**config.mk**
```make
export PLATFORM = sky130hd
export DESIGN_NAME = interrupt_control_register_logic
export DESIGN_NICKNAME = d
export VERILOG_FILES = /design/src/hw/irq_ctrl_pkg.sv /design/src/hw/interrupt_control_register_logic.sv
export SDC_FILE = /design/constraint.sdc
export NUM_CORES = 1
export LEC_CHECK = 0
export ABC_AREA = 1
export BUFFER_PORTS_ARGS = -buffer_cell sky130_fd_sc_hd__buf_2
export CELL_PAD_IN_SITES_DETAIL_PLACEMENT = 1
export CELL_PAD_IN_SITES_GLOBAL_PLACEMENT = 1
export CORE_ASPECT_RATIO = 0.8
export CORE_MARGIN = 10
export CORE_UTILIZATION = 28
export DETAILED_ROUTE_END_ITERATION = 10
export PLACE_DENSITY = 0.83
export SLEW_MARGIN = 10
export SYNTH_ARGS = -nofsm -noshare
export SYNTH_HDL_FRONTEND = slang
export SYNTH_SLANG_ARGS = --single-unit
```
**constraint.sdc**
```tcl
create_clock -name sys_clk_i -period 1.3 [get_ports sys_clk_i]
set_clock_uncertainty 0.05 [all_clocks]
set_input_delay 0 -clock sys_clk_i [delete_from_list [all_inputs] [get_ports sys_clk_i]]
set_output_delay 0 -clock sys_clk_i [all_outputs]
set_load 0.005 [all_outputs]
```
**src/hw/irq_ctrl_pkg.sv**
```systemverilog
package irq_ctrl_pkg;

  // ----------------------------------------------------------------
  // Register map (word indexes; byte address is index times four)
  // ----------------------------------------------------------------
  localparam logic [9:0] INTERRUPT_CONTROL_IDX_BANK0 = 10'h00B;
  localparam logic [9:0] INTERRUPT_CONTROL_IDX_BANK1 = 10'h08B;
  localparam logic [9:0] INTERRUPT_CONTROL_IDX_BANK2 = 10'h10B;
  localparam logic [9:0] INTERRUPT_CONTROL_IDX_BANK3 = 10'h18B;
  localparam logic [9:0] IRQ_STATUS_IDX = 10'h200;
  localparam logic [9:0] IRQ_MASK_IDX = 10'h201;
  localparam logic [9:0] PORT_CTRL_IDX = 10'h202;
  localparam int ADDR_W = 12;

  // ----------------------------------------------------------------
  // Field positions of interrupt_control
  // ----------------------------------------------------------------
  localparam int GLOBAL_IRQ_ENABLE_BIT = 7;
  localparam int PERIPHERAL_IRQ_ENABLE_BIT = 6;
  localparam int TIMER_OVERFLOW_IRQ_ENABLE_BIT = 5;
  localparam int EXT_PIN_IRQ_ENABLE_BIT = 4;
  localparam int PORT_CHANGE_IRQ_ENABLE_BIT = 3;
  localparam int TIMER_OVERFLOW_FLAG_BIT = 2;
  localparam int EXT_PIN_IRQ_FLAG_BIT = 1;
  localparam int PORT_CHANGE_FLAG_BIT = 0;

  // ----------------------------------------------------------------
  // Reset values
  // ----------------------------------------------------------------
  localparam logic [7:0] INTERRUPT_CONTROL_RESET = 8'h00;
  localparam logic [2:0] IRQ_STATUS_RESET = 3'h0;
  localparam logic [2:0] IRQ_MASK_RESET = 3'h0;
  localparam logic [3:0] UPPER_PORT_DIR_RESET = 4'hF;

  // ----------------------------------------------------------------
  // Event bundle from the sources
  // ----------------------------------------------------------------
  typedef struct packed {
    logic timer_overflow;
    logic ext_pin;
    logic port_read;
  } source_events_s;

endpackage

```
**src/hw/interrupt_control_register_logic.sv**
```systemverilog
// The Wishbone slave port was decided locally.
`timescale 1ns/10ps
module interrupt_control_register_logic
  import irq_ctrl_pkg::*;
#(
  parameter int PORT_W = 4
) (
  input wire logic sys_clk_i,
  input wire logic rst_i,
  input wire logic clk_en_i,
  // Wishbone classic slave
  input wire logic cyc_i,
  input wire logic stb_i,
  input wire logic we_i,
  input wire logic [ADDR_W-1:0] adr_i,
  input wire logic [3:0] sel_i,
  input wire logic [31:0] dat_i,
  output logic [31:0] dat_o,
  output logic ack_o,
  output logic err_o,
  // Sources
  input wire logic timer_overflow_i,
  input wire logic ext_pin_event_i,
  input wire logic [PORT_W-1:0] upper_port_pins_i,
  input wire logic second_port_data_read_i,
  input wire logic peripheral_irq_i,
  // Core side
  output logic [PORT_W-1:0] upper_port_latch_o,
  output logic core_irq_o,
  output logic status_irq_o
);

  // ----------------------------------------------------------------
  // Pin synchronisers
  // ----------------------------------------------------------------
  // Pins are asynchronous; only the second stage and its edge-detect copy ext_prev feed any logic
  logic [PORT_W-1:0] pin_meta;
  logic [PORT_W-1:0] pin_sync;
  logic [PORT_W-1:0] next_pin_meta;
  logic [PORT_W-1:0] next_pin_sync;
  logic ext_meta;
  logic ext_sync;
  logic ext_prev;
  logic next_ext_meta;
  logic next_ext_sync;
  logic next_ext_prev;

  always_comb begin
    next_pin_meta = upper_port_pins_i;
    next_pin_sync = pin_meta;
    next_ext_meta = ext_pin_event_i;
    next_ext_sync = ext_meta;
    next_ext_prev = ext_sync;
  end

  // Reset to the idle low level, so release shows no false edge
  always_ff @(posedge sys_clk_i) begin
    if (rst_i) begin
      pin_meta <= '0;
      pin_sync <= '0;
      ext_meta <= 1'b0;
      ext_sync <= 1'b0;
      ext_prev <= 1'b0;
    end else if (clk_en_i) begin
      pin_meta <= next_pin_meta;
      pin_sync <= next_pin_sync;
      ext_meta <= next_ext_meta;
      ext_sync <= next_ext_sync;
      ext_prev <= next_ext_prev;
    end
  end

  // ----------------------------------------------------------------
  // Bus decode
  // ----------------------------------------------------------------
  function automatic logic is_ctrl(input logic [ADDR_W-1:0] a);
    logic [9:0] idx;
    idx = a[ADDR_W-1:2];
    // Same physical register in every bank
    is_ctrl = (idx == INTERRUPT_CONTROL_IDX_BANK0) ||
              (idx == INTERRUPT_CONTROL_IDX_BANK1) ||
              (idx == INTERRUPT_CONTROL_IDX_BANK2) ||
              (idx == INTERRUPT_CONTROL_IDX_BANK3);
  endfunction

  logic [9:0] idx;
  logic req;
  logic hit_ctrl;
  logic hit_stat;
  logic hit_mask;
  logic hit_port;
  logic mapped;
  logic wr;
  logic rd;

  assign idx = adr_i[ADDR_W-1:2];
  assign req = cyc_i && stb_i && !ack_o && !err_o && clk_en_i;
  assign hit_ctrl = is_ctrl(adr_i);
  assign hit_stat = (idx == IRQ_STATUS_IDX);
  assign hit_mask = (idx == IRQ_MASK_IDX);
  assign hit_port = (idx == PORT_CTRL_IDX);
  assign mapped = hit_ctrl || hit_stat || hit_mask || hit_port;
  assign wr = req && mapped && we_i && sel_i[0];
  assign rd = req && mapped && !we_i;

  // ----------------------------------------------------------------
  // Register state
  // ----------------------------------------------------------------
  logic [7:0] interrupt_control;
  logic [7:0] next_interrupt_control;
  logic [PORT_W-1:0] upper_port_dir;
  logic [PORT_W-1:0] next_upper_port_dir;
  logic [PORT_W-1:0] upper_port_latch;
  logic [PORT_W-1:0] next_upper_port_latch;
  logic [2:0] irq_status;
  logic [2:0] next_irq_status;
  logic [2:0] irq_mask;
  logic [2:0] next_irq_mask;
  logic [31:0] next_dat;
  logic next_ack;
  logic next_err;

  // ----------------------------------------------------------------
  // Source events
  // ----------------------------------------------------------------
  logic mismatch;
  logic ext_edge;
  logic [2:0] events;

  // Inputs only; output-direction pins never see a change
  assign mismatch = |((pin_sync ^ upper_port_latch) & upper_port_dir);
  // Rising edge only; a held pin is one event
  assign ext_edge = ext_sync && !ext_prev;
  assign events = {timer_overflow_i, ext_edge, mismatch};

  // ----------------------------------------------------------------
  // Control register
  // ----------------------------------------------------------------
  always_comb begin
    next_interrupt_control = interrupt_control;
    if (wr && hit_ctrl) begin
      next_interrupt_control = dat_i[7:0];
    end
    // Set after clear: an event in the clearing cycle is kept
    if (events[2]) begin
      next_interrupt_control[TIMER_OVERFLOW_FLAG_BIT] = 1'b1;
    end
    if (events[1]) begin
      next_interrupt_control[EXT_PIN_IRQ_FLAG_BIT] = 1'b1;
    end
    // Re-set every cycle while the mismatch lasts
    if (events[0]) begin
      next_interrupt_control[PORT_CHANGE_FLAG_BIT] = 1'b1;
    end
  end

  always_ff @(posedge sys_clk_i) begin
    if (rst_i) begin
      interrupt_control <= INTERRUPT_CONTROL_RESET;
    end else if (clk_en_i) begin
      interrupt_control <= next_interrupt_control;
    end
  end

  // ----------------------------------------------------------------
  // Sticky status and mask
  // ----------------------------------------------------------------
  always_comb begin
    next_irq_status = irq_status;
    next_irq_mask = irq_mask;
    if (wr && hit_mask) begin
      next_irq_mask = dat_i[2:0];
    end
    // Read clears, but an event in that cycle is not lost
    if (rd && hit_stat) begin
      next_irq_status = '0;
    end
    next_irq_status = next_irq_status | events;
  end

  always_ff @(posedge sys_clk_i) begin
    if (rst_i) begin
      irq_status <= IRQ_STATUS_RESET;
      irq_mask <= IRQ_MASK_RESET;
    end else if (clk_en_i) begin
      irq_status <= next_irq_status;
      irq_mask <= next_irq_mask;
    end
  end

  // ----------------------------------------------------------------
  // Port direction and read latch
  // ----------------------------------------------------------------
  always_comb begin
    next_upper_port_dir = upper_port_dir;
    next_upper_port_latch = upper_port_latch;
    if (wr && hit_port) begin
      next_upper_port_dir = dat_i[PORT_W-1:0];
    end
    // Port read re-arms the comparison
    if (second_port_data_read_i) begin
      next_upper_port_latch = pin_sync;
    end
  end

  always_ff @(posedge sys_clk_i) begin
    if (rst_i) begin
      upper_port_dir <= UPPER_PORT_DIR_RESET;
      upper_port_latch <= '0;
    end else if (clk_en_i) begin
      upper_port_dir <= next_upper_port_dir;
      upper_port_latch <= next_upper_port_latch;
    end
  end

  // ----------------------------------------------------------------
  // Bus answer and read data
  // ----------------------------------------------------------------
  // Registered answer costs a cycle but keeps decode off the outputs
  always_comb begin
    next_dat = '0;
    next_ack = 1'b0;
    next_err = 1'b0;
    if (req) begin
      next_ack = mapped;
      next_err = !mapped;
    end
    if (rd) begin
      unique case (1'b1)
        hit_ctrl: next_dat[7:0] = interrupt_control;
        hit_stat: next_dat[2:0] = irq_status;
        hit_mask: next_dat[2:0] = irq_mask;
        hit_port: next_dat[PORT_W-1:0] = upper_port_dir;
        default: next_dat = '0;
      endcase
    end
  end

  always_ff @(posedge sys_clk_i) begin
    if (rst_i) begin
      dat_o <= '0;
      ack_o <= 1'b0;
      err_o <= 1'b0;
    end else if (clk_en_i) begin
      dat_o <= next_dat;
      ack_o <= next_ack;
      err_o <= next_err;
    end
  end

  // ----------------------------------------------------------------
  // Request to the core
  // ----------------------------------------------------------------
  logic local_req;
  logic periph_req;

  assign local_req =
    (interrupt_control[TIMER_OVERFLOW_IRQ_ENABLE_BIT] &&
     interrupt_control[TIMER_OVERFLOW_FLAG_BIT]) ||
    (interrupt_control[EXT_PIN_IRQ_ENABLE_BIT] &&
     interrupt_control[EXT_PIN_IRQ_FLAG_BIT]) ||
    (interrupt_control[PORT_CHANGE_IRQ_ENABLE_BIT] &&
     interrupt_control[PORT_CHANGE_FLAG_BIT]);
  assign periph_req = peripheral_irq_i &&
    interrupt_control[PERIPHERAL_IRQ_ENABLE_BIT];
  assign core_irq_o = interrupt_control[GLOBAL_IRQ_ENABLE_BIT] &&
    (local_req || periph_req);
  assign status_irq_o = |(irq_status & irq_mask);
  assign upper_port_latch_o = upper_port_latch;

endmodule // interrupt_control_register_logic

```
==> results_dict.tcl <==
set metrics [dict create \
    gp_congestion 0.818 \
    arrival_ns 1.57 \
    hold_violations 0 \
    maxCapViolCount 0 \
    clk_latency_ns 0.30 \
    finalWorstSetupSlack_ns -0.122 \
    syn_area_per_cell_sq_um 6.60 \
    cts-root-buf "clkbuf_8" \
    synth_warnings 0 \
    grt_usage_pct 11.8 \
    setup_violations 22 \
    num_vias 2423 \
    ys_seq_area_share_pct 38.0 \
    grt_overflow 0 \
    place.port_buffers 48 \
    die_width_um 121 \
    crit_chain "nor4_4 > buf_6 > buf_4 > nand4_4 > nor2_1 > nor2_1" \
    chipHeight_um 100 \
    cts_buffers 5 \
    critPathMaxStageDelay_ns 0.34 \
    layout-drive-gt1-share_pct 31.5 \
    status "finished with violations" \
    powerDensity_nw_per_um2 883 \
    period_minus_slack_ns 1.42 \
    antenna-diode-count 0 \
    path_buf_inv 2 \
    synthTopCellsByCount "82 x nand2_1, 65 x nor2_1, 43 x dfxtp_1" \
    path_max_fanout 8 \
    grt_pass1_vias 2488 \
    htree_levels 2 \
    yosysMostFrequentCell "nand2_1" \
    rsz0062_at_grt "true" \
    first_pass_iters 5 \
    cts_tree "yes" \
    yosys_most_used_dff "dfxtp_1" \
    area_growth_pct 37.6 \
    start_kind "flip-flop" \
    critPathMostFrequentCell "nor2_1" \
    synth_edf_count 0 \
    endpoint_kind "flip-flop" \
    placementRows 29 \
    register_area_sq_um 873 \
    ys_async_sr_fraction_pct 0 \
    nets 499 \
    start_util_pct 28.6 \
    wl_per_cell_um 14.0 \
    cp_data_required_time_ns 1.45 \
    cts_max_path_buffers 2 \
    yosysTopAreaCellShare_pct 38.0 \
    whs_ns 0.0108 \
    max_freq_mhz 703 \
    setup_tns_ns -0.992 \
    die-area_sq_um 12100 \
    multi_input_area_sq_um 1250 \
    critPathTopFamily "simple AND/OR/NAND/NOR gates" \
    grt_start_max_net_pins 29 \
    crit_type "reg2reg" \
    synth_top_area_cell "dfxtp_1" \
    worst_hold_path_type "in2reg" \
    grt_pass1_wl_mm 12.0 \
    irDropWorstVdd_mv 0.356 \
    wirelength_mm 7.65 \
    violations "setup timing" \
    fin_crit_sh_pct 109 \
    final_antenna_net_count 0 \
    cp_slowest_cell "dfxtp_2" \
    drc 0 \
    synthCells 343 \
    p_leak_nw 1.54 \
    synth_area_sq_um 2260 \
    clkTransAtPathRegs_ns 0.09 \
    drt_iter0_drc 96 \
    drv_slew 0 \
    ys_ff_latch 43 \
    ios 102 \
    fill_cells 1059 \
    ys_types 26 \
    cts.sinks 43 \
    design.core.area_sq_um 7910 \
    avgViaCountPerCell 4.44 \
    synth.area.top_cells "dfxtp_1 38%, nand2_1 14%, nor2_1 11%" \
    dpl.hpwl_mm 5.77 \
    antenna_found_initial 0 \
]
cells in the final DEF, fill, tap and decap left out, drive strengths merged, types with 3 or more instances in the layout:
cell         count
a21oi           19
buf             80
clkbuf           6
conb            24
dfxtp           43
dlygate4sd3     14
inv             35
nand2           86
nand3           24
nand4            6
nor2            70
o21ai           18
or2              3
what timing repair did:
action | 4_1_cts | 5_1_grt
endpoints found under the hold margin | 18 | 0
hold buffers | 14 | 0
pin swaps | 16 | 21
resized for setup | 14 | 27
cloned | 1 | 0
setup endpoints to repair | 23 | 28
setup buffers | 2 | 4
registers in the layout (all words and copies together), names as in the netlist, 3 cells and up:
register / cells
dat_o: 8
interrupt_control: 8
next_pin_sync: 4
pin_sync: 4
upper_port_dir: 4
upper_port_latch_o: 4
irq_mask: 3
irq_status: 3
per-layer routing:
layer	vias to the layer above	global-route usage, %	share of wire (%)
met5	-	0	0
met4	0	2.69	1.2
li1	1217	-	-
met2	52	20.9	50
met3	10	3.08	5.5
met1	1144	14.0	43
final timing paths:
kind         cells past startpoint                    start  slack [ns]               endpoint
min reg2reg                      2                 dat_o[6]        0.42               dat_o[6]
max                              6                    ack_o       -0.12   interrupt_control[2]
min                              3  second_port_data_read_i        0.01  upper_port_latch_o[1]
max reg2reg                      6                    ack_o       -0.12   interrupt_control[2]
where the power goes:
part	switching [W]	leakage (nW)	internal (W)	total [W]
sequential	0.0000330	0.355	0.00137	0.00140
clock	0.000485	0.0474	0.000434	0.000919
combinational	0.000241	1.14	0.000196	0.000436
through the flow:
stage | power, W | area (sq um) | cells | util (%) | worst slack [ns]
3_3_place_gp | 0.00175 | 2710 | 517 | 34.2 | -0.0424
6_report | 0.00275 | 3120 | 546 | 39.4 | -0.122
4_1_cts | 0.00274 | 3010 | 542 | 38.1 | -0.0947
2_1_floorplan | 0.00164 | 2350 | 366 | - | -0.104
3_5_place_dp | 0.00176 | 2710 | 517 | 34.2 | -0.0974
5_1_grt | 0.00290 | 3120 | 546 | 39.4 | -0.185
worst min-delay path, stage by stage:
cell	delay, ns
buf_2	0.09
nand2_1	0.14
a21oi_1	0.09
area by class of cell:
type / instances / share of cell area, %
Multi-Input combinational cell: 257 / 40.1
Sequential cell: 43 / 28.0
Timing Repair Buffer: 94 / 20.0
Inverter: 36 / 4.34
Tap cell: 108 / 4.34
Clock buffer: 6 / 2.65
Clock inverter: 2 / 0.522
cells by family (layout without fill, tap and decap cells):
group | Yosys count | after routing | share of synthesized area [%]
other | 1 | 24 | 0.166
buffers and inverters | 67 | 138 | 15.5
AND/OR/NAND/NOR | 191 | 192 | 36.9
flip-flops | 43 | 43 | 38.0
AO/OA/AOI/OAI | 41 | 41 | 9.45
No activity file was read; power rests on OpenSTA's default activity.
